<file path="config.mk">
export PLATFORM = sky130hd
export DESIGN_NAME = analog_die_interrupt_collector
export DESIGN_NICKNAME = d
export VERILOG_FILES = /design/src/design/analog_die_interrupt_collector.v /design/src/design/irq_priority_pick.v
export VERILOG_INCLUDE_DIRS = /design/src /design/src/shared
export SDC_FILE = /design/constraint.sdc
export NUM_CORES = 1
export LEC_CHECK = 0
export BUFFER_PORTS_ARGS = -buffer_cell sky130_fd_sc_hd__clkbuf_2
export CAP_MARGIN = 20
export CORE_MARGIN = 3
export CORE_UTILIZATION = 54
export CTS_CLUSTER_SIZE = 12
export DETAILED_ROUTE_END_ITERATION = 12
export HOLD_SLACK_MARGIN = 0.02
export PLACE_DENSITY_LB_ADDON = 0.25
export SETUP_SLACK_MARGIN = 0.5
export SYNTH_ARGS = -nofsm -noshare
export SYNTH_HDL_FRONTEND = slang
export SYNTH_SLANG_ARGS = --single-unit
</file>
<file path="constraint.sdc">
create_clock -name CLK -period 2.3 [get_ports CLK]
set_input_delay 0.69 -clock CLK [delete_from_list [all_inputs] [get_ports CLK]]
set_output_delay 0.69 -clock CLK [all_outputs]
set_load 0.01 [all_outputs]
</file>
<file path="src/shared/irq_collector_map.vh">
`ifndef IRQ_COLLECTOR_MAP_VH
`define IRQ_COLLECTOR_MAP_VH

// ----------------------------------------------------------------------------
// Address decode
// ----------------------------------------------------------------------------
`define IRQC_ADDR_W          16
`define IRQC_BASE_BLOCKING   16'h0200
`define IRQC_BASE_NONBLOCK   16'h0300

// ----------------------------------------------------------------------------
// Register offsets
// ----------------------------------------------------------------------------
`define IRQC_OFS_PEND_UPPER  8'h08
`define IRQC_OFS_PEND_LOWER  8'h09
`define IRQC_OFS_PRIO_CODE   8'h0a
`define IRQC_OFS_UNUSED      8'h0b
`define IRQC_OFS_ENA_UPPER   8'h0c
`define IRQC_OFS_ENA_LOWER   8'h0d

// ----------------------------------------------------------------------------
// Widths and reset values
// ----------------------------------------------------------------------------
`define IRQC_DATA_W          8
`define IRQC_LOWER_W         6
`define IRQC_SRC_N           14
`define IRQC_CODE_W          4
`define IRQC_RST_BYTE        8'h00
`define IRQC_RST_LOWER       6'h00
`define IRQC_CODE_NONE       4'h0

// ----------------------------------------------------------------------------
// Upper field positions
// ----------------------------------------------------------------------------
`define IRQC_BIT_SUPPLY_LOW  0
`define IRQC_BIT_DIE_HOT     1
`define IRQC_BIT_BUS_HOT     2
`define IRQC_BIT_TCH0        3
`define IRQC_BIT_TCH1        4
`define IRQC_BIT_TCH2        5
`define IRQC_BIT_TCH3        6
`define IRQC_BIT_TWRAP       7

// ----------------------------------------------------------------------------
// Lower field positions
// ----------------------------------------------------------------------------
`define IRQC_BIT_SCI_FAULT   0
`define IRQC_BIT_SCI_TX      1
`define IRQC_BIT_SCI_RX      2
`define IRQC_BIT_MEAS_DONE   3
`define IRQC_BIT_LIFETIME    4
`define IRQC_BIT_TEMP_DRIFT  5

`endif

</file>
<file path="src/design/analog_die_interrupt_collector.v">
`include "irq_collector_map.vh"
`default_nettype none

module analog_die_interrupt_collector #(
    parameter AW = `IRQC_ADDR_W,
    parameter DW = `IRQC_DATA_W
) (
    // Clock and reset
    input  wire          CLK,
    input  wire          RST_N,
    // Die-to-die register access
    input  wire [AW-1:0] ADDR,
    input  wire          RD_EN,
    input  wire          WR_EN,
    input  wire [DW-1:0] WDATA,
    output reg  [DW-1:0] RDATA,
    output reg           RD_VALID,
    // Supply and thermal sources
    input  wire          SUPPLY_LOW_PENDING,
    input  wire          CRANK_WAKE_PENDING,
    input  wire          DIE_HOT_PENDING,
    input  wire          BUS_DRIVER_OVERHEAT_PENDING,
    // Timer sources
    input  wire          TIMER_CHANNEL_ZERO_PENDING,
    input  wire          TIMER_CHANNEL_ONE_PENDING,
    input  wire          TIMER_CHANNEL_TWO_PENDING,
    input  wire          TIMER_CHANNEL_THREE_PENDING,
    input  wire          TIMER_WRAP_PENDING,
    // Serial port sources
    input  wire          SCI_FAULT_PENDING,
    input  wire          SCI_TRANSMIT_PENDING,
    input  wire          SCI_RECEIVE_PENDING,
    // Measurement, lifetime and calibration sources
    input  wire          CURRENT_DONE_PENDING,
    input  wire          VOLTAGE_DONE_PENDING,
    input  wire          LIFETIME_COUNTER_EVENT,
    input  wire          LIFETIME_COUNTER_IRQ_EN,
    input  wire          TEMPERATURE_DRIFT_REQUEST,
    // Interrupt toward the controller
    output reg           DIE_LINK_INTERRUPT_LINE
);

    // ------------------------------------------------------------------------
    // Reset release
    // ------------------------------------------------------------------------
    reg rst_meta_r;
    reg rst_sync_r;

    always @(posedge CLK or negedge RST_N) begin
        if (!RST_N) begin
            rst_meta_r <= 1'b0;
            rst_sync_r <= 1'b0;
        end else begin
            rst_meta_r <= 1'b1;
            rst_sync_r <= rst_meta_r;
        end
    end

    wire rst_n = rst_sync_r;

    // ------------------------------------------------------------------------
    // Source gathering
    // ------------------------------------------------------------------------
    // Sources are levels owned by their units; this block never holds them,
    // so a unit clearing its flag clears the mirror one cycle later.
    wire [DW-1:0]             upper_nxt;
    wire [`IRQC_LOWER_W-1:0]  lower_nxt;

    assign upper_nxt[`IRQC_BIT_SUPPLY_LOW] = SUPPLY_LOW_PENDING
                                           | CRANK_WAKE_PENDING;
    assign upper_nxt[`IRQC_BIT_DIE_HOT]    = DIE_HOT_PENDING;
    assign upper_nxt[`IRQC_BIT_BUS_HOT]    = BUS_DRIVER_OVERHEAT_PENDING;
    assign upper_nxt[`IRQC_BIT_TCH0]       = TIMER_CHANNEL_ZERO_PENDING;
    assign upper_nxt[`IRQC_BIT_TCH1]       = TIMER_CHANNEL_ONE_PENDING;
    assign upper_nxt[`IRQC_BIT_TCH2]       = TIMER_CHANNEL_TWO_PENDING;
    assign upper_nxt[`IRQC_BIT_TCH3]       = TIMER_CHANNEL_THREE_PENDING;
    assign upper_nxt[`IRQC_BIT_TWRAP]      = TIMER_WRAP_PENDING;

    assign lower_nxt[`IRQC_BIT_SCI_FAULT]  = SCI_FAULT_PENDING;
    assign lower_nxt[`IRQC_BIT_SCI_TX]     = SCI_TRANSMIT_PENDING;
    assign lower_nxt[`IRQC_BIT_SCI_RX]     = SCI_RECEIVE_PENDING;
    assign lower_nxt[`IRQC_BIT_MEAS_DONE]  = CURRENT_DONE_PENDING
                                           | VOLTAGE_DONE_PENDING;
    // An overflow with the unit's enable off never reaches the controller
    assign lower_nxt[`IRQC_BIT_LIFETIME]   = LIFETIME_COUNTER_EVENT
                                           & LIFETIME_COUNTER_IRQ_EN;
    assign lower_nxt[`IRQC_BIT_TEMP_DRIFT] = TEMPERATURE_DRIFT_REQUEST;

    // ------------------------------------------------------------------------
    // Mirror and disable registers
    // ------------------------------------------------------------------------
    reg [DW-1:0]             pending_flags_upper_r;
    reg [`IRQC_LOWER_W-1:0]  pending_flags_lower_r;
    reg [DW-1:0]             source_enable_upper_r;
    reg [`IRQC_LOWER_W-1:0]  source_enable_lower_r;

    always @(posedge CLK or negedge rst_n) begin
        if (!rst_n) begin
            pending_flags_upper_r <= `IRQC_RST_BYTE;
            pending_flags_lower_r <= `IRQC_RST_LOWER;
        end else begin
            pending_flags_upper_r <= upper_nxt;
            pending_flags_lower_r <= lower_nxt;
        end
    end

    // ------------------------------------------------------------------------
    // Address decode
    // ------------------------------------------------------------------------
    // Both windows reach the same registers; the blocking/non-blocking split
    // only matters to the link, which stalls or not before reaching here.
    wire [AW-1:0] base_blocking;
    wire [AW-1:0] base_nonblock;
    wire          in_blocking;
    wire          in_nonblock;
    wire          in_window;
    wire [7:0]    offset;
    wire          ofs_known;

    assign base_blocking = `IRQC_BASE_BLOCKING;
    assign base_nonblock = `IRQC_BASE_NONBLOCK;
    assign in_blocking = (ADDR[AW-1:8] == base_blocking[AW-1:8]);
    assign in_nonblock = (ADDR[AW-1:8] == base_nonblock[AW-1:8]);
    assign in_window   = in_blocking | in_nonblock;
    assign offset      = ADDR[7:0];
    assign ofs_known   = (offset == `IRQC_OFS_PEND_UPPER)
                       | (offset == `IRQC_OFS_PEND_LOWER)
                       | (offset == `IRQC_OFS_PRIO_CODE)
                       | (offset == `IRQC_OFS_UNUSED)
                       | (offset == `IRQC_OFS_ENA_UPPER)
                       | (offset == `IRQC_OFS_ENA_LOWER);

    wire hit     = in_window & ofs_known;
    wire wr_hit  = hit & WR_EN;
    wire rd_hit  = hit & RD_EN & ~WR_EN;

    // ------------------------------------------------------------------------
    // Disable register writes
    // ------------------------------------------------------------------------
    always @(posedge CLK or negedge rst_n) begin
        if (!rst_n) begin
            source_enable_upper_r <= `IRQC_RST_BYTE;
            source_enable_lower_r <= `IRQC_RST_LOWER;
        end else if (wr_hit) begin
            case (offset)
                `IRQC_OFS_ENA_UPPER: begin
                    source_enable_upper_r <= WDATA;
                end
                `IRQC_OFS_ENA_LOWER: begin
                    source_enable_lower_r <= WDATA[`IRQC_LOWER_W-1:0];
                end
                default: begin
                    // Mirrors, vector and the unused byte ignore writes
                    source_enable_upper_r <= source_enable_upper_r;
                end
            endcase
        end
    end

    // ------------------------------------------------------------------------
    // Priority vector
    // ------------------------------------------------------------------------
    wire [`IRQC_SRC_N-1:0] prio_req;
    wire [`IRQC_CODE_W-1:0] prio_code;

    // Upper bits first, so supply low gets code 1 and calibration code 14
    assign prio_req = {pending_flags_lower_r, pending_flags_upper_r};

    irq_priority_pick #(
        .N  (`IRQC_SRC_N),
        .CW (`IRQC_CODE_W)
    ) u_pick (
        .req  (prio_req),
        .code (prio_code)
    );

    // ------------------------------------------------------------------------
    // Interrupt line
    // ------------------------------------------------------------------------
    // Gated from the unmasked mirror, not the vector: a disabled source still
    // shows in the vector so software can poll it.
    wire [`IRQC_SRC_N-1:0] allowed;
    wire [`IRQC_SRC_N-1:0] disable_all;

    assign disable_all = {source_enable_lower_r, source_enable_upper_r};

    genvar g;
    generate
        for (g = 0; g < `IRQC_SRC_N; g = g + 1) begin : g_gate
            assign allowed[g] = prio_req[g] & ~disable_all[g];
        end
    endgenerate

    always @(posedge CLK or negedge rst_n) begin
        if (!rst_n) begin
            DIE_LINK_INTERRUPT_LINE <= 1'b0;
        end else begin
            DIE_LINK_INTERRUPT_LINE <= |allowed;
        end
    end

    // ------------------------------------------------------------------------
    // Read path
    // ------------------------------------------------------------------------
    // Reads only select data; no source state changes on a read.
    reg [DW-1:0] rd_mux;

    always @* begin
        rd_mux = `IRQC_RST_BYTE;
        case (offset)
            `IRQC_OFS_PEND_UPPER: begin
                rd_mux = pending_flags_upper_r;
            end
            `IRQC_OFS_PEND_LOWER: begin
                rd_mux = {2'b00, pending_flags_lower_r};
            end
            `IRQC_OFS_PRIO_CODE: begin
                rd_mux = {4'h0, prio_code};
            end
            `IRQC_OFS_ENA_UPPER: begin
                rd_mux = source_enable_upper_r;
            end
            `IRQC_OFS_ENA_LOWER: begin
                rd_mux = {2'b00, source_enable_lower_r};
            end
            default: begin
                rd_mux = `IRQC_RST_BYTE;
            end
        endcase
    end

    always @(posedge CLK or negedge rst_n) begin
        if (!rst_n) begin
            RDATA    <= `IRQC_RST_BYTE;
            RD_VALID <= 1'b0;
        end else begin
            RD_VALID <= rd_hit;
            if (rd_hit) begin
                RDATA <= rd_mux;
            end else begin
                RDATA <= `IRQC_RST_BYTE;
            end
        end
    end

endmodule // analog_die_interrupt_collector

`default_nettype wire

</file>
<file path="src/design/irq_priority_pick.v">
`include "irq_collector_map.vh"
`default_nettype none

// Returns index+1 of the lowest set request bit, or zero when none is set.
module irq_priority_pick #(
    parameter N  = `IRQC_SRC_N,
    parameter CW = `IRQC_CODE_W
) (
    // Requests, bit 0 is most urgent
    input  wire [N-1:0]  req,
    // Winning code
    output reg  [CW-1:0] code
);

    integer i;

    // Walk from least urgent down so the most urgent set bit is last to write
    always @* begin
        code = `IRQC_CODE_NONE;
        for (i = N - 1; i >= 0; i = i - 1) begin
            if (req[i]) begin
                code = i[CW-1:0] + {{(CW-1){1'b0}}, 1'b1};
            end
        end
    end

endmodule // irq_priority_pick

`default_nettype wire

</file>
==> results of run 1 <==
==> routing by layer <==
layer,routed length (µm),global-route usage,part of all wire,up-vias
li1,-,-,-,661
met4,46,0.0404,0.012,0
met5,0,0,0,-
met3,233,0.0598,0.060,6
met2,1900,0.333,0.49,47
met1,1700,0.270,0.44,659
==> final cells by class <==
cell class	count	share of cell area
Clock inverter	2	0.0164
Multi-Input combinational cell	90	0.347
Inverter	15	0.0239
Sequential cell	40	0.424
Tap cell	44	0.0233
Timing Repair Buffer	61	0.144
Clock buffer	6	0.0217
==> layout by cell type (no fill, tap or decap), types with 5 or more instances in the layout <==
cell / instances
nand2_1: 10
mux2_2: 5
o21ai_0: 6
clkbuf_4: 5
clkbuf_2: 52
inv_1: 15
o22ai_1: 5
buf_4: 6
dfrtp_1: 40
mux2_4: 7
nor2_1: 5
mux4_2: 5
==> synth_stat cells, types with 3 or more instances <==
master and instances:
nand2b_1 3, nor2_1 5, o22ai_1 5, nor2b_1 3, mux4_2 5, a211oi_1 3
dfrtp_1 40, inv_1 15, mux2i_1 3, mux2_2 12, o21ai_0 6, nor3_1 5
nand2_1 10
==> worst reg2reg max path, stage by stage (launching register included) <==
cell	delay, ps
dfrtp_1	440
inv_1	100
nand2_1	70
or4_4	520
a21o_1	170
a21boi_1	130
==> stage by stage <==
step,power [µW],area (µm²)
after floorplan,803,1840
after global placement,861,2190
after detailed placement,867,2190
after CTS,1340,2310
after global routing,1400,2360
final,1340,2360
==> path summary, 6_finish.rpt <==
check                                              start                       end  slack, ps
worst max-delay path                             ADDR[6]  source_enable_lower_r[1]        500
worst min-delay path                               RST_N                rst_meta_r        110
worst max register to register  pending_flags_upper_r[1]                  RDATA[2]        790
worst min register to register                     rst_n  pending_flags_lower_r[0]        300
max in group asynchronous                          rst_n                  RDATA[2]       1650
min in group CLK                              rst_meta_r                     rst_n        370
==> power by group <==
group	switching, µW	internal (µW)	leakage, µW
sequential	15.0	717	0.000505
combinational	63.6	61.2	0.000594
clock	222	261	0.0000484
==> flip-flops by register name (all words and copies together), names as in the netlist <==
name                     count
rst_meta_r                   1
DIE_LINK_INTERRUPT_LINE      1
RDATA                        8
source_enable_lower_r        6
source_enable_upper_r        8
rst_n                        1
pending_flags_lower_r        6
RD_VALID                     1
pending_flags_upper_r        8
==> logic make-up after synthesis <==
kind of cell    share of synthesized area
other cells                       0.00207
buf+inv                            0.0359
mux                                 0.153
compound gates                     0.0967
flops                               0.552
simple gates                        0.160
==> what timing repair did <==
| action | CTS | global route |
|---|---|---|
| setup endpoints to repair | 12 | 15 |
| pin swaps | 3 | 2 |
| gates resized for setup | 3 | 10 |
| buffers inserted | 2 | 1 |
==> impl_metrics.json, run 1 <==
{
  "synth_top_area_share": 0.552,
  "run_status": "finished, final reports clean",
  "numPortBuffers": 53,
  "ctsRootBufferMaster": "clkbuf_4",
  "startpoint_type": "input pin",
  "finish.net_count": 258,
  "antenna_found_initial": 0,
  "number_of_global_route_vias_before_repair": 1400,
  "synth_edf_count": 0,
  "die-height_um": 63.9,
  "synth_cell_type_count": 38,
  "worst_min_delay_path_category": "in -> async",
  "synthesis.area_per_instance_um2": 12.3,
  "first_iter_violations": 52,
  "post_layout_nonfiller_instances": 258,
  "fin_hold_ws_ps": 110,
  "finalSetupViolCount": 0,
  "tritoncts": "yes",
  "sequential_cell_area_um2": 1000,
  "slew_violations": 0,
  "maximum_root_to_sink_buffer_count": 2,
  "yosysTopAreaCell": "dfrtp_1",
  "fp.dieArea_um2": 4090,
  "detail_route.wirelength_um": 3880,
  "ys_top_cells_by_area": "dfrtp_1, mux2_2, mux4_2",
  "gp_routability_congestion": 0.923,
  "maximum_number_of_pins_on_one_net_before_global_route_repair": 39,
  "finalWorstSetupSlack_ps": 498,
  "number_of_warnings_reported_in_the_yosys_synthesis_log": 0,
  "route.antenna.remaining_nets": 0,
  "critical_path_cell_count": 6,
  "timing.critical_path.slowest_cell_delay_ps": 330,
  "setup.worst_path.class": "in -> reg",
  "cts_max_level": 2,
  "power.static_leakage_uw": 0.00115,
  "crit_path_end_kind": "register",
  "p_per_area_nw_per_um2": 568,
  "syn_to_final_growth_pct": 30.2,
  "async_flop_share": 1.00,
  "post_drt_via_cell_ratio": 5.32,
  "fillCellCount": 214,
  "ir_drop_mv": 0.535,
  "grt_first_pass_wirelength_um": 6420,
  "worst-path-max-fanout": 7,
  "clock-sinks": 40,
  "rsz0062_at_grt": "true",
  "wl_per_cell_um": 15.0,
  "drv_cap": 0,
  "fmaxAchievable_ghz": 0.555,
  "yosys_most_used_dff": "dfrtp_1",
  "crit_family": "simple AND/OR/NAND/NOR gates",
  "syn-num-nets": 192,
  "core-area_um2": 3130,
  "route.detailed.drc": 0,
  "cp_data_required_time_ps": 2530,
  "cts.clk_slew.worst_paths_ps": 120,
  "antenna-diode-count": 0,
  "critPathSlowestCell": "nor4_4",
  "final_min_period_over_clock_period": 0.784,
  "io-pin-count": 55,
  "post-dp-hpwl_um": 2940,
  "drt_pre_antenna_iters": 6,
  "via_count": 1373,
  "post_synthesis_cells": 147,
  "floorplan.initialDensity": 0.579,
  "gr-usage-all-layers": 0.203,
  "syn_area_um2": 1810,
  "worstSkewPairLatency_ps": 330,
  "preCtsSetupSlack_ps": 108,
  "postSynthRegisterBits": 40,
  "timing.critical_path.cells": "buf_6, nor4_4, nand4_4, nor4_4, buf_6, mux2_2",
  "placed_cells_incl_taps": 247,
  "holdBufCountCts": 0,
  "tns_ps": 0,
  "multi_input_area_um2": 818,
  "reg2regPathDepth": 5,
  "final_core_utilization": 0.754,
  "period_minus_slack_ps": 1800,
  "numCtsBuffers": 5,
  "overflow": 0,
  "path_buf_inv": 2,
  "yosysSeqAreaShare": 0.552,
  "num_rows": 20,
  "report.final.hold_viol_count": 0,
  "clock-skew-final_ps": 14.4,
  "cp.arrival_ps": 2030,
  "horiz_die_dim_um": 63.9,
  "final_layout_size_suffix_gt1_frac": 0.453
}
No activity file was read; power rests on OpenSTA's default activity.
==> inputs of run 2 (changes only) <==
Settings changed: ABC_AREA from default to 1, CORE_UTILIZATION 54 to 46.
Clock period 2.3 ns to 1.6 ns, I/O delays scaled along.
==> run 2 against run 1 <==
  * Synthesized cell count grew 47%
  * Sequential cell count stayed put
  * Final cell count grew 33%
  * Critical path depth is 4 higher
  * Final area up 15%
  * Total power grew 56%
  * Count of clock-buffer cells in the layout unchanged
  * Clock skew fell by 4.0 ps
  * Critical path type unchanged
  * Critical endpoint is now RDATA[1]
==> impl_metrics.json, run 2 <==
{
  "run_status": "finished, final reports clean",
  "yosysTopAreaCell": "dfrtp_1",
  "final_layout_size_suffix_gt1_frac": 0.515,
  "gr-usage-all-layers": 0.183,
  "tritoncts": "yes",
  "ir_drop_mv": 0.759,
  "overflow": 0,
  "yosys_most_used_dff": "dfrtp_1",
  "route.detailed.drc": 0,
  "synth_common_cells": "nand2_1, dfrtp_1, inv_1, o21ai_2, a21oi_1",
  "cts_max_level": 2,
  "placed_cell_area_um2": 2380,
  "fmaxAchievable_ghz": 0.737,
  "crit_path_end_kind": "register",
  "numCtsBuffers": 5,
  "seq_power_share": 0.505,
  "synthMuxAreaShare": 0,
  "final_area_um2": 2710,
  "syn_to_final_growth_pct": 38.6,
  "number_of_global_route_vias_before_repair": 1592,
  "cts.clk_slew.worst_paths_ps": 80,
  "power.static_leakage_uw": 0.00142,
  "post_synthesis_cells": 216,
  "finalSetupViolCount": 0,
  "synth_edf_count": 0,
  "most-common-layout-cells": "clkbuf_2, nand2_1, dfrtp_1, inv_1, nand2_2",
  "synth_compound_gate_area_share": 0.134,
  "yosysSeqAreaShare": 0.512,
  "synth_simple_gate_area_share": 0.273,
  "number_of_warnings_reported_in_the_yosys_synthesis_log": 0,
  "floorplan.initialDensity": 0.482,
  "synth-xor-area-share": 0,
  "cp.arrival_ps": 1570,
  "post-synth-top-count-cell": "nand2_1",
  "syn_area_um2": 1960,
  "fp.dieArea_um2": 5070,
  "startpoint_type": "input pin",
  "grt_first_pass_wirelength_um": 7060,
  "synth_fa_ha_area_frac": 0,
  "sequential_cell_area_um2": 1000,
  "final_min_period_over_clock_period": 0.848,
  "async_flop_share": 1.00,
  "ctsRootBufferMaster": "clkbuf_8",
  "route.antenna.remaining_nets": 0,
  "p_per_area_nw_per_um2": 771,
  "fillCellCount": 327,
  "share_comb_of_total_power": 0.087,
  "via_count": 1707,
  "rsz0062_at_grt": "true",
  "synthesis.area_per_instance_um2": 9.05,
  "core-area_um2": 4060,
  "finalWorstSetupSlack_ps": 243,
  "dominant_combinational_cell_family_by_area_after_synthesis": "simple AND/OR/NAND/NOR gates",
  "post-dp-hpwl_um": 3200,
  "setup.worst_path.class": "in -> reg",
  "wl_per_cell_um": 12.7,
  "power_frac_clock": 0.408,
  "slew_violations": 0,
  "num_rows": 23,
  "p_sw_frac": 0.223,
  "ys_top_cells_by_area": "dfrtp_1, nand2_1, o21ai_2",
  "preCtsSetupSlack_ps": -102,
  "numPortBuffers": 53,
  "path_buf_inv": 3,
  "timing.critical_path.slowest_cell_delay_ps": 180,
  "report.final.hold_viol_count": 0,
  "power.switching_uw": 466,
  "clock-skew-final_ps": 10.4,
  "multi_input_area_um2": 940,
  "maximum_root_to_sink_buffer_count": 2,
  "synth_top_area_share": 0.512,
  "maximum_number_of_pins_on_one_net_before_global_route_repair": 23,
  "final_core_utilization": 0.668,
  "cell_internal_pwr_uw": 1620,
  "postSynthRegisterBits": 40,
  "worst-path-max-fanout": 4,
  "io-pin-count": 55,
  "first_iter_violations": 97,
  "timing.critical_path.cells": "buf_6, nor2_4, nand2_4, inv_4, nand3_4, nor2_4, buf_6, a22o_1, nor2_1, a21oi_1",
  "worstSkewPairLatency_ps": 300,
  "crit_family": "simple AND/OR/NAND/NOR gates",
  "antenna-diode-count": 0,
  "horiz_die_dim_um": 71.2,
  "detail_route.wirelength_um": 4340,
  "final_common_cell": "clkbuf_2",
  "critPathSlowestCell": "nor2_4",
  "tns_ps": 0,
  "synth_cell_type_count": 33,
  "drt_pre_antenna_iters": 4,
  "largest_registers_ranked_by_flip_flop_count": "RDATA: 8 flops, pending_flags_upper_r: 8 flops, source_enable_upper_r: 8 flops",
  "period_minus_slack_ps": 1360,
  "worst_min_delay_path_category": "reg -> async",
  "syn-num-nets": 261,
  "gp_routability_congestion": 0.868,
  "clock-sinks": 40,
  "die-height_um": 71.2,
  "cp_data_required_time_ps": 1820,
  "post_drt_via_cell_ratio": 4.98,
  "finish.net_count": 337,
  "antenna_found_initial": 0,
  "drv_cap": 0
}
==> run 2: layout make-up <==
cell class	count	share of cell area
Sequential cell	40	0.370
Clock buffer	6	0.0305
Multi-Input combinational cell	140	0.347
Inverter	35	0.0503
Timing Repair Buffer	70	0.165
Clock inverter	2	0.0143
Tap cell	50	0.0231
==> run 2: power groups by stage <==
stage	sequential (µW)	combinational (µW)	clock (µW)
floorplan	1070	69.9	0
global placement	1070	157	0
detailed placement	1070	161	0
CTS	1050	169	882
global route	1060	204	927
finish	1050	182	853
==> run 2: cells by family after synthesis <==
group / after synthesis
AND/OR/NAND/NOR: 101
flip-flops: 40
AO/OA/AOI/OAI: 37
buffers and inverters: 37
other: 1
==> run 2: final timing paths <==
kind	start	depth (start not counted)	endpoint	slack, ps
worst max register to register	pending_flags_lower_r[3]	13	RDATA[0]	330
worst max-delay path	ADDR[4]	10	RDATA[1]	240
worst min register to register	rst_n	0	source_enable_upper_r[4]	190
min in group CLK	SCI_TRANSMIT_PENDING	1	pending_flags_lower_r[1]	280
max in group asynchronous	rst_n	1	RDATA[3]	970
worst min-delay path	rst_n	0	source_enable_upper_r[4]	190
==> run 2: worst register-to-register path: stages, from the launching register on <==
cell	delay (ps)
dfrtp_1	410
inv_2	90
nand2_2	40
nand2_1	50
nand2_1	50
nand2_1	60
nand2_1	40
nand2_1	50
nand2_1	50
nand2_1	50
nand2_1	50
nand2_1	70
nand2_1	60
a21oi_2	120
==> run 2: what timing repair did <==
item / in CTS / in global routing
gates resized for setup: 16 / 29
cloned: 1 / 0
endpoints found under the hold margin: 2 / 0
pin swaps: 4 / 13
setup buffers: 2 / 2
endpoints found under the setup margin: 34 / 34
hold buffers: 1 / 0
==> run 2: through the flow <==
stage	hold slack, ps	power (µW)	instances
2_1_floorplan	184	1140	216
3_3_place_gp	195	1230	329
3_5_place_dp	201	1230	329
4_1_cts	202	2100	341
5_1_grt	219	2190	343
6_report	188	2090	343
==> run 2: per-layer routing <==
metal	vias up	share of wire	track usage
met5	-	0	0
met4	0	0.017	0.0564
met3	9	0.064	0.0639
met2	56	0.51	0.294
met1	793	0.41	0.233
li1	849	-	-
==> inputs of run 3 (changes only) <==
Clock period 1.6 ns to 1.15 ns, I/O delays scaled along.
==> run 3 against run 2 <==
  * The run now ends with setup timing left
  * Sequential power is 40% higher
  * Global-route usage is 1.3 points higher
  * Clock skew is 0.88 ps higher
  * Final area is 4.2% higher
  * First-iteration DRC count is 7.2% higher
  * Routed wire length is 12% higher
  * Final cell count is 2.6% higher
  * Largest power group unchanged
  * Count of clock-buffer cells in the layout stayed put
  * Non-clock buffer count is 9 higher
  * Via count is 3.2% higher
  * Total power is 41% higher
  * Clock power is 40% higher
==> impl_metrics.json, run 3 (synthesis results as in run 2) <==
{
  "horiz_die_dim_um": 71.2,
  "timing.critical_path.cells": "inv_2, nand2_1, nand2_1, nand2_1, nand2_1, nand2_1, nand2_1, nand2_1, nand2_1, nand2_1, nand2_1, nand2_1, a21oi_1",
  "critical_path_cell_count": 13,
  "p_per_area_nw_per_um2": 1040,
  "finalWorstSetupSlack_ps": -105,
  "crit_path_end_kind": "register",
  "run_status": "finished, violations left",
  "maximum_root_to_sink_buffer_count": 2,
  "preCtsSetupSlack_ps": -447,
  "power.switching_uw": 668,
  "cp_common_cell": "nand2_1",
  "ctsRootBufferMaster": "clkbuf_8",
  "route.detailed.drc": 0,
  "final_common_cell": "nand2_1",
  "post_layout_nonfiller_instances": 352,
  "final_layout_size_suffix_gt1_frac": 0.503,
  "worstSetupEndpoint": "RDATA[0]",
  "wl_per_cell_um": 13.9,
  "worst_setup_path_startpoint": "pending_flags_lower_r[3]",
  "startpoint_type": "register",
  "syn_to_final_growth_pct": 44.3,
  "finalSetupViolCount": 21,
  "gp_routability_congestion": 0.853,
  "tritoncts": "yes",
  "clock-sinks": 40,
  "fin_hold_ws_ps": 147,
  "worst-path-max-fanout": 3,
  "crit_family": "simple AND/OR/NAND/NOR gates",
  "drv_cap": 0,
  "cts.clk_slew.worst_paths_ps": 80,
  "worst_min_delay_path_category": "in -> reg",
  "reg2regPathDepth": 13,
  "setup.worst_path.class": "reg -> reg",
  "power_frac_clock": 0.405,
  "clock-skew-final_ps": 11.3,
  "report.final.hold_viol_count": 0,
  "power.static_leakage_uw": 0.00150,
  "period_minus_slack_ps": 1260,
  "most-common-layout-cells": "nand2_1, clkbuf_2, dfrtp_1, inv_1, buf_4",
  "final_min_period_over_clock_period": 1.09,
  "antenna_found_initial": 0,
  "ff2ff_setup_slack_ps": -110,
  "fmaxAchievable_ghz": 0.797,
  "via_count": 1761,
  "grt_first_pass_wirelength_um": 7730,
  "r2r_start": "pending_flags_lower_r[3]",
  "finish.net_count": 346,
  "slew_violations": 0,
  "rsz0062_at_grt": "true",
  "fp.dieArea_um2": 5070,
  "timing.critical_path.slowest_cell_delay_ps": 400,
  "post-dp-hpwl_um": 3280,
  "drt_pre_antenna_iters": 4,
  "cp_data_required_time_ps": 1360,
  "numCtsBuffers": 5,
  "p_sw_frac": 0.227,
  "gr-usage-all-layers": 0.197,
  "floorplan.initialDensity": 0.482,
  "route.antenna.remaining_nets": 0,
  "ir_drop_mv": 0.728,
  "maximum_number_of_pins_on_one_net_before_global_route_repair": 20,
  "io-pin-count": 55,
  "overflow": 0,
  "placed_cells_incl_taps": 332,
  "path_buf_inv": 1,
  "worstSkewPairLatency_ps": 300,
  "largest_registers_ranked_by_flip_flop_count": "RDATA: 8 flops, pending_flags_upper_r: 8 flops, source_enable_upper_r: 8 flops",
  "critPathSlowestCell": "dfrtp_1",
  "first_iter_violations": 104,
  "die-height_um": 71.2,
  "cell_internal_pwr_uw": 2280,
  "hold_path.startpoint": "TEMPERATURE_DRIFT_REQUEST",
  "numPortBuffers": 53,
  "cts_max_level": 2,
  "crit-reg2reg-capture": "RDATA[0]",
  "number_of_global_route_vias_before_repair": 1690,
  "num_rows": 23,
  "detail_route.wirelength_um": 4880,
  "seq_power_share": 0.497,
  "cp.arrival_ps": 1470,
  "post_drt_via_cell_ratio": 5.00,
  "failing_checks": "setup timing",
  "core-area_um2": 4060,
  "antenna-diode-count": 0,
  "share_comb_of_total_power": 0.097
}
-- run 3: per-stage QoR --
stage / utilization / power, µW / setup TNS, ps / area (µm²)
CTS: 0.670 / 2940 / -1790 / 2720
detailed placement: 0.596 / 1720 / -8790 / 2420
floorplan: - / 1590 / -3520 / 1980
finish: 0.696 / 2950 / -1600 / 2820
global route: 0.696 / 3060 / -3710 / 2820
global placement: 0.596 / 1720 / -8060 / 2420
-- run 3: area by class of cell --
class	instances	area [µm²]
clock buffer	6	82.6
tap	50	62.6
fill	305	1230
multi-input combinational	140	960
timing repair buffer	79	538
inverter	35	136
clock inverter	2	38.8
sequential	40	1000
-- run 3: worst reg2reg max path: cells and delay by family (launching register included) --
kind | cells | cell delay, ps
and+or+nand+nor | 11 | 580
DFF | 1 | 400
AOI/OAI and AO/OA | 1 | 120
buffers and inverters | 1 | 70
-- run 3: worst min-delay path by stage --
stage / endpoint / slack, ps / depth (start not counted)
after floorplan: rst_meta_r / 50 / 0
after global placement: rst_meta_r / 130 / 1
after detailed placement: rst_meta_r / 140 / 1
after CTS: pending_flags_lower_r[5] / 140 / 1
after global routing: pending_flags_upper_r[5] / 140 / 1
final: pending_flags_lower_r[5] / 150 / 1
-- run 3: timing repair --
action | in CTS | in global routing
setup buffers | 8 | 2
hold buffers | 1 | 0
cloned | 1 | 0
pin swaps | 4 | 3
endpoints found under the setup margin | 72 | 34
endpoints found under the hold margin | 2 | 0
resized for setup | 22 | 26
-- run 3: per-layer routing --
metal,track usage,wire length (µm)
met1,0.258,2010
met2,0.315,2490
met3,0.0341,259
met4,0.0919,131
met5,0,0
-- run 3: power by group through the flow --
stage | clock network [µW] | registers [µW] | logic (µW)
after floorplan | 0 | 1490 | 99.5
after global placement | 0 | 1510 | 210
after detailed placement | 0 | 1510 | 214
after CTS | 1210 | 1460 | 263
after global routing | 1270 | 1470 | 316
final | 1190 | 1470 | 287
